$ cat src/include/latch_ctrl_pkg.sv
package latch_ctrl_pkg;

	// Register byte addresses, low address bits only
	localparam int ADDR_BITS = 12;
	localparam logic [11:0] ADDR_PRIMARY = 12'h000;
	localparam logic [11:0] ADDR_SOURCES = 12'h004;

	// Fields of latch_control_primary
	localparam int PRI_ENABLE = 7;
	localparam int PRI_CODE_LSB = 4;
	localparam int PRI_TRUE_OE = 3;
	localparam int PRI_INV_OE = 2;
	localparam int PRI_FW_SET = 1;
	localparam int PRI_FW_RESET = 0;

	// Fields of latch_source_enables
	localparam int SRC_PIN_SET = 7;
	localparam int SRC_CLOCK_SET = 6;
	localparam int SRC_COMP2_SET = 5;
	localparam int SRC_COMP1_SET = 4;
	localparam int SRC_PIN_RESET = 3;
	localparam int SRC_CLOCK_RESET = 2;
	localparam int SRC_COMP2_RESET = 1;
	localparam int SRC_COMP1_RESET = 0;

	// Reset values
	localparam logic [7:0] PRIMARY_RESET = 8'h00;
	localparam logic [7:0] SOURCES_RESET = 8'h00;

	// Divider: period is DIV_BASE shifted left by the code
	localparam int DIV_WIDTH = 9;
	localparam logic [9:0] DIV_BASE = 10'h004;
	localparam logic [9:0] DIV_ONE = 10'h001;
	localparam logic [8:0] DIV_ZERO = 9'h000;
	localparam logic [8:0] DIV_STEP = 9'h001;

	// AHB-Lite encodings
	localparam logic [1:0] HTRANS_IDLE = 2'h0;
	localparam logic [1:0] HTRANS_NONSEQ = 2'h2;
	localparam logic [2:0] HSIZE_WORD = 3'h2;
	localparam logic HRESP_OKAY = 1'b0;
	localparam logic [31:0] RDATA_ZERO = 32'h0000_0000;

endpackage

$ cat src/hw/set_reset_latch_control.sv
// Notes on behaviour
// - Latch operates only while enable bit set
// - Pulse one clock wide every 4 shl code
// - True output pin driven when enabled
// - Inverted output pin driven when enabled
// - Enable low disables latch and both pins
// - Firmware set write gives one-cycle set
// - Firmware reset write gives one-cycle reset
// - Firmware pulse bits always read zero
// - Writing zero to pulse bits does nothing
// - All control bits clear on reset
// - Reset wins when set and reset coincide
// - Divider pulse sets or resets when enabled
// - Comparator high sets or resets when enabled
// - External pin sets or resets when enabled
module set_reset_latch_control (
	input wire logic mclk,
	input wire logic rst_b,
	input wire logic hsel,
	input wire logic [31:0] haddr,
	input wire logic [1:0] htrans,
	input wire logic hwrite,
	input wire logic [2:0] hsize,
	input wire logic [31:0] hwdata,
	input wire logic hready,
	output logic hreadyout,
	output logic hresp,
	output logic [31:0] hrdata,
	input wire logic comp1_out,
	input wire logic comp2_out,
	input wire logic external_latch_input,
	output logic true_output_pin,
	output logic true_output_oe_b,
	output logic inverted_output_pin,
	output logic inverted_output_oe_b
);

	typedef struct packed {
		logic latch_enable;
		logic [2:0] pulse_divider_code;
		logic true_output_enable;
		logic inverted_output_enable;
		logic [7:0] sources;
		logic firmware_set_pulse;
		logic firmware_reset_pulse;
		logic [8:0] div_count;
		logic [2:0] active_code;
		logic clock_pulse;
		logic latch_q;
		logic dp_valid;
		logic dp_write;
		logic [11:0] dp_addr;
		logic [31:0] rdata;
	} state_t;

	state_t st;
	state_t next_st;

	// Last count value of one divider period
	function automatic logic [8:0] div_last(input logic [2:0] code);
		logic [9:0] period;
		period = 10'(latch_ctrl_pkg::DIV_BASE << code);
		return 9'(period - latch_ctrl_pkg::DIV_ONE);
	endfunction

	// Address match for a word register
	function automatic logic addr_is(input logic [11:0] a, input logic [11:0] reg_addr);
		return a == reg_addr;
	endfunction

	logic addr_phase;
	logic dp_wr_primary;
	logic dp_wr_sources;
	logic set_in;
	logic reset_in;
	logic [7:0] primary_view;
	logic [7:0] sources_view;

	// Address phase accepted: non-sequential transfer of any size
	assign addr_phase = hsel && hready && (htrans == latch_ctrl_pkg::HTRANS_NONSEQ);
	assign dp_wr_primary = st.dp_valid && st.dp_write
		&& addr_is(st.dp_addr, latch_ctrl_pkg::ADDR_PRIMARY);
	assign dp_wr_sources = st.dp_valid && st.dp_write
		&& addr_is(st.dp_addr, latch_ctrl_pkg::ADDR_SOURCES);

	// Set and reset inputs gathered from every enabled source
	// Sources are levels: an enabled one acts every cycle it is high
	always_comb begin
		set_in = st.firmware_set_pulse
			|| (st.clock_pulse && st.sources[latch_ctrl_pkg::SRC_CLOCK_SET])
			|| (comp1_out && st.sources[latch_ctrl_pkg::SRC_COMP1_SET])
			|| (comp2_out && st.sources[latch_ctrl_pkg::SRC_COMP2_SET])
			|| (external_latch_input && st.sources[latch_ctrl_pkg::SRC_PIN_SET]);
		reset_in = st.firmware_reset_pulse
			|| (st.clock_pulse && st.sources[latch_ctrl_pkg::SRC_CLOCK_RESET])
			|| (comp1_out && st.sources[latch_ctrl_pkg::SRC_COMP1_RESET])
			|| (comp2_out && st.sources[latch_ctrl_pkg::SRC_COMP2_RESET])
			|| (external_latch_input && st.sources[latch_ctrl_pkg::SRC_PIN_RESET]);
	end

	// Next state of the whole block
	always_comb begin
		next_st = st;
		primary_view = 8'h00;
		sources_view = 8'h00;

		// pulse bits stand one cycle only
		next_st.firmware_set_pulse = 1'b0;
		next_st.firmware_reset_pulse = 1'b0;

		// Data phase of a write; only whole words land
		if (dp_wr_primary) begin
			next_st.latch_enable = hwdata[latch_ctrl_pkg::PRI_ENABLE];
			next_st.pulse_divider_code = hwdata[latch_ctrl_pkg::PRI_CODE_LSB +: 3];
			next_st.true_output_enable = hwdata[latch_ctrl_pkg::PRI_TRUE_OE];
			next_st.inverted_output_enable = hwdata[latch_ctrl_pkg::PRI_INV_OE];
			// a zero written leaves the input alone
			next_st.firmware_set_pulse = hwdata[latch_ctrl_pkg::PRI_FW_SET];
			// reset pulse from a written one
			next_st.firmware_reset_pulse = hwdata[latch_ctrl_pkg::PRI_FW_RESET];
		end
		if (dp_wr_sources) begin
			next_st.sources = hwdata[7:0];
		end

		// Code taken only at wrap, so no period is cut short
		// free-running count, code taken at wrap
		if (st.div_count == div_last(st.active_code)) begin
			next_st.div_count = latch_ctrl_pkg::DIV_ZERO;
			next_st.active_code = st.pulse_divider_code;
		end else begin
			next_st.div_count = 9'(st.div_count + latch_ctrl_pkg::DIV_STEP);
		end
		next_st.clock_pulse = (st.div_count == div_last(st.active_code));

		// Disabled latch keeps its value; only reset clears it
		// latch only moves while enabled
		if (st.latch_enable) begin
			if (reset_in) begin
				next_st.latch_q = 1'b0;
			end else if (set_in) begin
				next_st.latch_q = 1'b1;
			end
		end

		// Address phase bookkeeping
		next_st.dp_valid = addr_phase;
		next_st.dp_write = addr_phase && hwrite && (hsize == latch_ctrl_pkg::HSIZE_WORD);
		next_st.dp_addr = haddr[11:0];

		// Read views built from values after any write now landing
		// pulse bits always read zero
		primary_view[latch_ctrl_pkg::PRI_ENABLE] = next_st.latch_enable;
		primary_view[latch_ctrl_pkg::PRI_CODE_LSB +: 3] = next_st.pulse_divider_code;
		primary_view[latch_ctrl_pkg::PRI_TRUE_OE] = next_st.true_output_enable;
		primary_view[latch_ctrl_pkg::PRI_INV_OE] = next_st.inverted_output_enable;
		sources_view = next_st.sources;

		// Read data for the coming data phase; unmapped reads zero
		next_st.rdata = latch_ctrl_pkg::RDATA_ZERO;
		if (addr_phase && !hwrite) begin
			if (addr_is(haddr[11:0], latch_ctrl_pkg::ADDR_PRIMARY)) begin
				next_st.rdata = {24'h000000, primary_view};
			end else if (addr_is(haddr[11:0], latch_ctrl_pkg::ADDR_SOURCES)) begin
				next_st.rdata = {24'h000000, sources_view};
			end
		end
	end

	// State register
	// Latch state clears too, so the pins start known
	// every bit cleared on reset
	always_ff @(posedge mclk or negedge rst_b) begin
		if (!rst_b) begin
			st <= '0;
		end else begin
			st <= next_st;
		end
	end

	// Bus answers: zero wait states, always OKAY
	// The master never sees a stall from this slave
	assign hreadyout = 1'b1;
	assign hresp = latch_ctrl_pkg::HRESP_OKAY;
	assign hrdata = st.rdata;

	// Output enables gate only the drivers; the latch runs behind them
	// true output onto its pin
	assign true_output_pin = st.latch_q;
	assign true_output_oe_b = !(st.latch_enable && st.true_output_enable);
	assign inverted_output_pin = !st.latch_q;
	assign inverted_output_oe_b = !(st.latch_enable && st.inverted_output_enable);

	// Helper: cycles since the last divider pulse
	logic [9:0] gap;
	logic [9:0] exp_gap;
	logic gap_seen;
	always_ff @(posedge mclk or negedge rst_b) begin
		if (!rst_b) begin
			gap <= 10'h000;
			exp_gap <= 10'h000;
			gap_seen <= 1'b0;
		end else if (st.clock_pulse) begin
			gap <= 10'h000;
			// Expected gap straight from the base and the code
			exp_gap <= 10'((latch_ctrl_pkg::DIV_BASE << st.active_code)
				- latch_ctrl_pkg::DIV_ONE);
			gap_seen <= 1'b1;
		end else begin
			gap <= 10'(gap + 10'h001);
		end
	end
endmodule

$ cat config.mk
export PLATFORM = sky130hd
export DESIGN_NAME = set_reset_latch_control
export DESIGN_NICKNAME = d
export VERILOG_FILES = /design/src/include/latch_ctrl_pkg.sv /design/src/hw/set_reset_latch_control.sv
export SDC_FILE = /design/constraint.sdc
export NUM_CORES = 1
export LEC_CHECK = 0
export BUFFER_PORTS_ARGS = -buffer_cell sky130_fd_sc_hd__buf_2
export CAP_MARGIN = 30
export CORE_ASPECT_RATIO = 1.5
export CORE_MARGIN = 3
export CORE_UTILIZATION = 46
export CTS_CLUSTER_SIZE = 28
export DETAILED_ROUTE_END_ITERATION = 10
export GPL_ROUTABILITY_DRIVEN = 0
export HOLD_SLACK_MARGIN = 0.08
export PLACE_DENSITY_LB_ADDON = 0.08
export SETUP_SLACK_MARGIN = 0.4
export SYNTH_ARGS = -nofsm -noshare
export SYNTH_HDL_FRONTEND = slang
export SYNTH_SLANG_ARGS = --single-unit
export TNS_END_PERCENT = 10
$ cat constraint.sdc
create_clock -name mclk -period 2.3 [get_ports mclk]
set_input_delay 0.46 -clock mclk [delete_from_list [all_inputs] [get_ports mclk]]
set_output_delay 0.46 -clock mclk [all_outputs]
set_load 0.01 [all_outputs]
Word level (Yosys, flattened, before mapping)
Index checks and enable logic that the tools add are counted.
Widths: inputs -> output; s select.
{"block": "classes", "addsub": 2, "order_cmp": 0, "bitwise_logic": 0, "div": 0, "shifts": 1, "eq_ne": 5, "n_reduce_logical": 34, "mux": 9, "n_mul": 0}
{"operator": "$mux 8", "count": 4}
{"operator": "$eq 12x3->1 const B", "count": 2}
{"operator": "$logic_not 12->1", "count": 2}
{"operator": "$logic_and 1x1->1", "count": 18}
{"operator": "$add 9x1->9 const B", "count": 1}
{"operator": "$eq 9x9->1", "count": 1}
{"operator": "$mux 9", "count": 1}
{"operator": "$shl 3x3->9 const A", "count": 1}
{"operator": "$sub 9x1->9 const B", "count": 1}
{"operator": "$logic_or 1x1->1", "count": 8}
{"operator": "$mux 6", "count": 1}
{"operator": "$logic_not 1->1", "count": 4}
{"operator": "$eq 3x2->1 const B", "count": 1}
{"operator": "$eq 2x2->1 const B", "count": 1}
{"operator": "$mux 1", "count": 2}
{"operator": "$mux 2", "count": 1}
{"operator": "$reduce_and 2->1", "count": 1}
{"operator": "$reduce_bool 2->1", "count": 1}
{"block": "totals", "latch_bits": 0, "inputBits": 77, "register_bits": 76, "ramBits": 0, "rom_bits": 0, "word_cells": 66, "memories": 0}

Longest topological paths before layout
Gate-level depths: netlist of run 1.
{"block": "logic_depth", "ltp_word": 7, "mapped_depth": 7}

Worst setup path before layout of run 1
Ideal clock, no wire load.
{"block": "synth_path", "kind": "reg2reg", "startpoint": "reg st[50] (netlist bit)", "endpoint": "reg st[49] (netlist bit)", "t_required_ns": 2.175, "setup_ns": 0.125, "arrival_ns": 1.808, "stages_incl_launch_ff": 7, "slack_ns": 0.367, "n_path_buf": 1, "path_cell_list": "dfrtp_1 buf_6 or4_1 nor2_1 o221ai_2 nor3_4 mux2_2"}
{"block": "synth_via", "elab_chain_cells": 3}
{"element": "from (decl)", "line_no": "set_reset_latch_control.sv:56", "source": "state_t st;"}
{"element": "from (signal assigned)", "line_no": "set_reset_latch_control.sv:177", "source": "st <= next_st;"}
{"element": "$shl 3x3->9"}
{"element": "$sub 9x1->9"}
{"element": "$eq 9x9->1", "line_no": "set_reset_latch_control.sv:128", "source": "if (st.div_count == div_last(st.active_code)) begin"}
Every way passes these cells.
A chain may end at the register's enable or synchronous reset.

Worst setup path after layout of run 1
{"block": "layout_path", "startpoint": "reg st[49] (netlist bit)", "endpoint": "reg st[49] (netlist bit)"}
Same word-level chain as after synthesis.

==> results of run 1 <==
## cell usage in the layout, fill, tap and decap left out, types with 4 or more instances in the layout
cell type / count
a21oi_1: 5
a22o_1: 6
and2_1: 6
buf_2: 44
buf_4: 13
clkbuf_8: 5
conb_1: 26
dfrtp_1: 49
inv_1: 6
mux2_2: 14
nand2_1: 7
nand4_1: 4
nor2_1: 13
nor4_1: 4
xnor2_1: 4
## sequential cells by signal (all words and copies together), names as in the netlist
signal,cells
true_output_pin,1
hrdata,8
st,43
## area by class of cell
class                   count  share of cell area [%]
inverters                   6                   0.836
multi-input cells         124                    32.5
well taps                  66                    3.07
repair buffers             59                    12.6
clock buffers               5                    2.55
flip-flops and latches     52                    48.4
## Yosys cell counts, types with 3 or more instances
library cell / n
xor2_1: 3
nand3_1: 3
xnor2_1: 4
nor4_1: 5
inv_1: 6
nand2_1: 7
nor2_1: 14
a21oi_1: 5
nor2b_1: 3
a22o_1: 6
buf_4: 35
dfrtp_1: 52
nand4_1: 4
mux2_2: 16
and2_1: 6
## timing repair
| item | 4_1_cts | 5_1_grt |
|---|---|---|
| pin swaps | 3 | 7 |
| resized for setup | 8 | 9 |
| endpoints found under the setup margin | 14 | 20 |
| setup buffers | 10 | 0 |
## cells by family (layout without fill, tap and decap cells)
family | after synthesis | in the layout | share of synthesized area (%)
AOI/OAI and AO/OA | 22 | 22 | 7.74
xor gates and xnor gates | 7 | 7 | 2.62
adders and majority gates | 1 | 1 | 0.534
buffers and inverters | 44 | 70 | 13.0
DFF | 52 | 52 | 55.5
muxes | 17 | 17 | 8.17
other | 2 | 26 | 0.320
and+or+nand+nor | 51 | 51 | 12.1
## path summary, 6_finish.rpt
path | to | cells past startpoint
worst max-delay path | st[49]$_DFFE_PN0N_ | 6
worst min-delay path | st[53]$_DFF_PN0_ | 1
worst max register to register | st[49]$_DFFE_PN0N_ | 6
worst min register to register | true_output_pin$_DFFE_PN0P_ | 3
max in group asynchronous | st[61]$_DFF_PN0_ | 2
min in group mclk | st[32]$_DFF_PN0_ | 1
## per-layer routing
metal / GRT usage, % / part of all wire (%)
met5: 0 / 0
met3: 2.76 / 4.0
met2: 29.2 / 56
met4: 5.47 / 1.6
met1: 18.5 / 39
## worst reg2reg max path, stage by stage, from the launching register on
cell,delay (ns)
dfrtp_2,0.43
or4_4,0.56
nor2_4,0.10
o221ai_2,0.13
nor3_4,0.18
buf_6,0.14
mux2_4,0.29
## power breakdown
part           internal [mW]  total [mW]  switching [mW]
clock network          0.197       0.451           0.255
registers              0.931       0.940         0.00815
logic                 0.0323      0.0892          0.0569
## through the flow
stage	area, µm²	instances	power (mW)
2_1_floorplan	2430	220	1.02
3_3_place_gp	2490	297	1.04
3_5_place_dp	2490	297	1.05
4_1_cts	2660	312	1.50
5_1_grt	2690	312	1.56
6_report	2690	312	1.48
==> flow_metrics.py, run 1 <==
metrics = {
    "outcome": {
        "status": "completed",
    },
    "detailed_routing": {
        "via_per_inst": 4.79,
        "first_pass_iters": 4,
        "via_count": 1496,
        "drt_iter0_drc": 67,
        "ant_nets": 0,
        "avgRoutedWirePerCell_um": 14.3,
        "wl_mm": 4.45,
        "drc_errors": 0,
    },
    "yosys": {
        "syn-cell-area_mm2": 0.00234,
        "yosysSeqAreaShare_pct": 55.5,
        "yosys.area.top_type_share_pct": 55.5,
        "synth_edf_count": 0,
        "synth.ff_latch_count": 52,
        "synth_cells": 196,
        "synth.distinct_cells": 39,
        "synthTopCellsByArea": "dfrtp_1, buf_4, mux2_2",
        "ys_warn_count": 0,
        "ys_async_sr_fraction_pct": 100,
        "yosys.area.top_type": "dfrtp_1",
        "synth_area_per_cell_um2": 12.0,
        "synth_ff_type": "dfrtp_1",
    },
    "critical_path": {
        "critPathSlowestCell": "or4_4",
        "reg2reg_from": "st[49]$_DFFE_PN0N_",
        "crit_required_ns": 2.47,
        "r2r_setup_slack_ns": 0.38,
        "critPathLaunchType": "flop",
        "cp_top_family": "simple AND/OR/NAND/NOR gates",
        "critPathMaxStageDelay_ns": 0.56,
        "crit_chain": "or4_4 -> nor2_4 -> o221ai_2 -> nor3_4 -> buf_6 -> mux2_4",
        "critPathCaptureType": "flop",
        "crit_buf_inv": 1,
        "cp_max_fo": 3,
        "critical_path_class": "flop to flop",
        "cp-startpoint": "st[49]$_DFFE_PN0N_",
        "arrival_ns": 2.10,
    },
    "global_route": {
        "grt_pass1_vias": 1626,
        "grt_overflow_total": 0,
        "antenna_found_initial": 0,
        "gr-usage-all-layers_pct": 16.0,
        "grt_max_degree": 37,
        "grt_pass1_wl_mm": 7.52,
    },
    "finish": {
        "fin_nets": 326,
        "final_util_pct": 55.1,
        "final_layout_size_suffix_gt1_share_pct": 38.2,
        "nFillCells": 485,
        "antenna_cells": 0,
        "syn_to_final_growth_pct": 14.9,
        "regArea_mm2": 0.00131,
        "multiInputGateArea_um2": 875,
    },
    "min_path": {
        "holdCritPathClass": "primary input to async pin",
    },
    "job": {
        "maxCapViolCount": 0,
    },
    "placed_design": {
        "dp_slack_ns": 0.253,
        "port_buffers": 44,
        "dp_hpwl_mm": 3.34,
    },
    "timing": {
        "fmax_ghz": 0.520,
        "fin_skew_ns": 0.00529,
        "setup_tns_ns": 0,
        "layout_setup_ws_ns": 0.375,
        "max_slew_margin_pct": 48.3,
        "min_period_over_period_pct": 83.7,
        "final_hold_viol_count": 0,
        "hold_ws_ns": 0.241,
        "rsz0062_at_grt": "true",
        "period_minus_slack_ns": 1.92,
        "tightest_slew_ns": 0.776,
        "setup_viol": 0,
        "maxSlewViolCount": 0,
    },
    "floorplan": {
        "fp.dieH_um": 93.4,
        "placement_rows": 31,
        "die_x_um": 64.3,
        "ios": 115,
        "coreArea_mm2": 0.00489,
        "start_util_pct": 48.0,
        "die-area_mm2": 0.00600,
    },
    "clock_network": {
        "clkLatencyLatePin_ns": 0.29,
        "cts_buffers": 5,
        "clk_pin_slew_ns": 0.08,
        "cts_hold_buf": 0,
        "cts_buffer_depth": 2,
        "cts_sinks": 52,
        "cts-root-buf": "clkbuf_8",
        "cts_tree": "yes",
        "h-tree-depth": 2,
    },
    "power_and_ir_drop": {
        "ir_worst_vdd_v": 0.000377,
        "leakage_nw": 1.35,
        "power.density_mw_per_mm2": 550,
    },
}
No activity file was read; power rests on OpenSTA's default activity.
==> run 2, diff against run 1 <==
- clock period: 2.3 -> 1.8 ns (I/O delays scaled with it)
==> flow_metrics.py, run 2 (same netlist as run 1, synthesis figures left out) <==
metrics = {
    "power_and_ir_drop": {
        "power_frac_comb_pct": 5.9,
        "power.density_mw_per_mm2": 759,
        "p_int_mw": 1.70,
        "clkPwrFrac_pct": 38.3,
        "p_sw_uw": 460,
        "swShare_pct": 21.3,
        "ir_worst_vdd_v": 0.000800,
        "leakage_nw": 1.45,
        "p_seq_share_pct": 55.8,
    },
    "finish": {
        "final_common_cell": "dfrtp_1",
        "fin_nets": 330,
        "nFillCells": 461,
        "largest_reg_flops": 43,
        "final_layout_size_suffix_gt1_share_pct": 38.7,
        "mostFrequentLayoutCells": "dfrtp_1, buf_2, conb_1, mux2_4",
        "top_register": "st",
        "antenna_cells": 0,
        "syn_to_final_growth_pct": 21.1,
    },
    "clock_network": {
        "cts_buffers": 5,
        "cts-root-buf": "clkbuf_8",
        "cts_sinks": 52,
        "clkLatencyLatePin_ns": 0.30,
        "cts_tree": "yes",
        "h-tree-depth": 2,
        "clk_pin_slew_ns": 0.09,
        "cts_buffer_depth": 2,
    },
    "critical_path": {
        "cp_top_family": "simple AND/OR/NAND/NOR gates",
        "critical_path_class": "flop to flop",
        "arrival_ns": 2.12,
        "crit_buf_inv": 1,
        "critPathLaunchType": "flop",
        "crit_required_ns": 1.99,
        "cp_max_fo": 5,
        "critPathCaptureType": "flop",
        "critPathSlowestCell": "or4_4",
        "critPathMaxStageDelay_ns": 0.55,
        "crit_chain": "or4_4 -> nor2_4 -> o221ai_2 -> nor3_4 -> buf_12 -> mux2_4",
    },
    "global_route": {
        "grt_pass1_wl_mm": 7.69,
        "grt_pass1_vias": 1598,
        "grt_overflow_total": 0,
        "busiest_layer": "met2",
        "gr-usage-all-layers_pct": 16.4,
        "use_met2_pct": 28.7,
        "grt_max_degree": 29,
        "met3_usage_pct": 3.49,
        "antenna_found_initial": 0,
        "use_met1_pct": 20.0,
    },
    "floorplan": {
        "ios": 115,
        "coreArea_mm2": 0.00489,
        "placement_rows": 31,
        "die-area_mm2": 0.00600,
        "fp.dieH_um": 93.4,
        "die_x_um": 64.3,
        "start_util_pct": 48.0,
    },
    "job": {
        "maxCapViolCount": 0,
    },
    "outcome": {
        "violations": "setup timing",
        "status": "finished with violations",
    },
    "timing": {
        "maxSlewViolCount": 0,
        "setup_viol": 12,
        "min_period_over_period_pct": 107,
        "setup_tns_ns": -0.610,
        "layout_setup_ws_ns": -0.128,
        "fmax_ghz": 0.519,
        "final_hold_viol_count": 0,
        "period_minus_slack_ns": 1.93,
        "rsz0062_at_grt": "true",
        "hold_ws_ns": 0.176,
        "fin_skew_ns": 0.00744,
    },
    "detailed_routing": {
        "ant_nets": 0,
        "via_count": 1545,
        "drc_errors": 0,
        "via_per_inst": 4.84,
        "avgRoutedWirePerCell_um": 14.9,
        "drt_iter0_drc": 46,
        "first_pass_iters": 4,
        "wl_mm": 4.76,
    },
    "min_path": {
        "holdCritPathClass": "primary input to flop",
    },
    "placed_design": {
        "dp_hpwl_mm": 3.41,
        "port_buffers": 44,
    },
}
run 2: cell types whose count changed in the layout (fill, tap and decap cells not counted), moves of 2 or more:
cell	change
dfrtp_1	+2
buf_12	+2
and2_1	-2
mux2_4	+12
dfrtp_2	-2
mux2_2	-12
and2_4	+2
run 2: metal layers:
| metal | wire (µm) | vias to the layer above |
|---|---|---|
| met5 | 0 | - |
| met4 | 25 | 0 |
| met1 | 1900 | 765 |
| li1 | - | 731 |
| met3 | 221 | 4 |
| met2 | 2610 | 45 |
run 2: worst reg2reg max path, delay by kind of cell (launching register included):
family	cells	cell delay, ns
AND/OR/NAND/NOR	3	0.88
flip-flops	1	0.39
multiplexers	1	0.29
buffers and inverters	1	0.14
AO/OA/AOI/OAI	1	0.12
run 2: final timing paths:
| path | from | to | slack, ns | cells after the start |
|---|---|---|---|---|
| max | st[48]$_DFFE_PN0N_ | st[50]$_DFFE_PN0N_ | -0.13 | 6 |
| max reg2reg | st[48]$_DFFE_PN0N_ | st[50]$_DFFE_PN0N_ | -0.13 | 6 |
| max in group asynchronous | rst_b | st[52]$_DFF_PN0_ | 0.87 | 3 |
| min in group asynchronous | rst_b | st[62]$_DFF_PN0_ | 0.45 | 2 |
| min reg2reg | st[51]$_DFF_PN0_ | st[51]$_DFF_PN0_ | 0.51 | 1 |
| min | haddr[10] | st[42]$_DFF_PN0_ | 0.18 | 1 |
run 2: power by group through the flow:
stage | Clock [mW] | Sequential [mW] | Combinational, mW
after floorplan | 0 | 1.22 | 0.0858
after global placement | 0 | 1.22 | 0.113
after detailed placement | 0 | 1.22 | 0.117
after CTS | 0.851 | 1.20 | 0.125
after global routing | 0.904 | 1.21 | 0.143
final | 0.826 | 1.20 | 0.126
run 2: what timing repair did:
| item | in CTS | in global routing |
|---|---|---|
| buffers inserted | 0 | 1 |
| gates cloned | 0 | 1 |
| hold buffers | 1 | 0 |
| endpoints found under the hold margin | 8 | 0 |
| pin swaps | 6 | 3 |
| endpoints found under the setup margin | 35 | 38 |
| gates resized for setup | 17 | 6 |
run 2: layout make-up:
cell class                 count  area (µm²)  share of cell area, %
clock buffer                   6        82.6                   2.91
clock inverter                 2        38.8                   1.37
inverter                       6        22.5                  0.793
multi-input combinational    124         915                   32.2
sequential                    52        1300                   45.9
tap                           66        82.6                   2.91
timing repair buffer          63         395                   13.9
run 2: through the flow:
stage / total power [mW] / instances / worst slack, ns / area (µm²) / util [%]
2_1_floorplan: 1.31 / 220 / -0.0513 / 2450 / -
3_3_place_gp: 1.34 / 308 / -0.0858 / 2600 / 53.1
3_5_place_dp: 1.34 / 308 / -0.116 / 2600 / 53.1
4_1_cts: 2.18 / 317 / -0.127 / 2790 / 57.1
5_1_grt: 2.25 / 319 / -0.202 / 2840 / 58.1
6_report: 2.16 / 319 / -0.128 / 2840 / 58.1
==> run 3, diff against run 2 <==
- REMOVE_ABC_BUFFERS: not set -> 1
==> flow_metrics.py, run 3 (same netlist as run 1, synthesis figures left out) <==
metrics = {
    "finish": {
        "mostFrequentLayoutCells": "dfrtp_1, buf_2, conb_1, nor2_1",
        "largest_reg_flops": 43,
        "final_util_pct": 57.0,
        "syn_to_final_growth_pct": 19.0,
        "final_layout_size_suffix_gt1_share_pct": 38.3,
        "fin_nets": 325,
        "top_register": "st",
        "stdcell_count": 314,
        "antenna_cells": 0,
        "final_common_cell": "dfrtp_1",
        "fin_area_mm2": 0.00279,
    },
    "timing": {
        "setup_viol": 12,
        "min_period_over_period_pct": 104,
        "rsz0062_at_grt": "true",
        "final_hold_viol_count": 0,
        "fmax_ghz": 0.536,
        "period_minus_slack_ns": 1.87,
        "fin_skew_ns": 0.00872,
        "layout_setup_ws_ns": -0.0663,
        "hold_ws_ns": 0.174,
        "maxSlewViolCount": 0,
        "setup_tns_ns": -0.471,
    },
    "clock_network": {
        "h-tree-depth": 2,
        "clk_pin_slew_ns": 0.09,
        "cts-root-buf": "clkbuf_8",
        "cts_tree": "yes",
        "cts_buffers": 5,
        "clkLatencyLatePin_ns": 0.30,
        "cts_buffer_depth": 2,
        "cts_sinks": 52,
    },
    "detailed_routing": {
        "wl_mm": 4.46,
        "via_count": 1482,
        "drt_iter0_drc": 68,
        "avgRoutedWirePerCell_um": 14.2,
        "ant_nets": 0,
        "drc_errors": 0,
        "first_pass_iters": 5,
        "via_per_inst": 4.72,
    },
    "critical_path": {
        "arrival_ns": 2.06,
        "critPathLaunchType": "flop",
        "crit_required_ns": 1.99,
        "critPathCaptureType": "flop",
        "cp_max_fo": 4,
        "critical_path_class": "flop to flop",
    },
    "global_route": {
        "grt_overflow_total": 0,
        "antenna_found_initial": 0,
        "gr-usage-all-layers_pct": 16.2,
        "grt_pass1_vias": 1660,
        "grt_pass1_wl_mm": 7.62,
        "grt_max_degree": 53,
    },
    "floorplan": {
        "die-area_mm2": 0.00600,
        "fp.dieH_um": 93.4,
        "start_util_pct": 48.0,
        "die_x_um": 64.3,
        "ios": 115,
        "placement_rows": 31,
        "coreArea_mm2": 0.00489,
    },
    "placed_design": {
        "dp_slack_ns": -0.169,
        "postPlaceCellArea_mm2": 0.00256,
        "dp_hpwl_mm": 3.32,
        "dpl.cell_count": 304,
        "port_buffers": 44,
    },
    "outcome": {
        "status": "finished with violations",
        "violations": "setup timing",
    },
    "min_path": {
        "holdCritPathClass": "primary input to flop",
    },
    "power_and_ir_drop": {
        "power.density_mw_per_mm2": 769,
        "leakage_nw": 1.40,
        "ir_worst_vdd_v": 0.000499,
        "finalPower_mw": 2.14,
    },
    "job": {
        "maxCapViolCount": 0,
    },
}
## run 3: worst max-delay path: stages, from the launching register on
cell and delay, ns:
dfrtp_1 0.39, or4_4 0.56, nor2_4 0.10, o221ai_2 0.13, nor3_4 0.25, mux2_4 0.33
## run 3: metal layers
layer	track usage (%)	vias to the layer above	wire, µm
li1	-	717	-
met1	19.0	734	1740
met2	29.6	26	2530
met3	3.13	5	134
met4	4.76	0	51
met5	0	-	0
## run 3: final timing paths
path                                  start                 end  slack, ns  cells past startpoint
hold reg to reg            st[51]$_DFF_PN0_    st[51]$_DFF_PN0_       0.51                      1
setup reg to reg           st[57]$_DFF_PN0_  st[50]$_DFFE_PN0N_      -0.07                      5
setup / recovery           st[57]$_DFF_PN0_  st[50]$_DFFE_PN0N_      -0.07                      5
max in group asynchronous             rst_b    st[75]$_DFF_PN0_       0.99                      3
min in group asynchronous             rst_b    st[42]$_DFF_PN0_       0.58                      3
hold / removal                    haddr[10]    st[42]$_DFF_PN0_       0.17                      1
## run 3: repair_timing
item / CTS / global route
setup buffers: 1 / 0
endpoints found under the hold margin: 52 / 0
endpoints found under the setup margin: 35 / 37
pin swaps: 8 / 3
hold buffers: 1 / 0
gates resized for setup: 19 / 5
## run 3: area by class of cell
type	instances	area, µm²
multi-input combinational	124	916
timing repair buffer	58	344
sequential	52	1300
clock buffer	6	82.6
clock inverter	2	38.8
fill	460	2100
tap	66	82.6
inverter	6	22.5
## run 3: power breakdown
group	internal, mW	switching, mW	total [mW]	leakage [nW]
clock	0.455	0.365	0.819	0.0614
combinational	0.0470	0.0747	0.122	0.665
sequential	1.19	0.0113	1.20	0.676
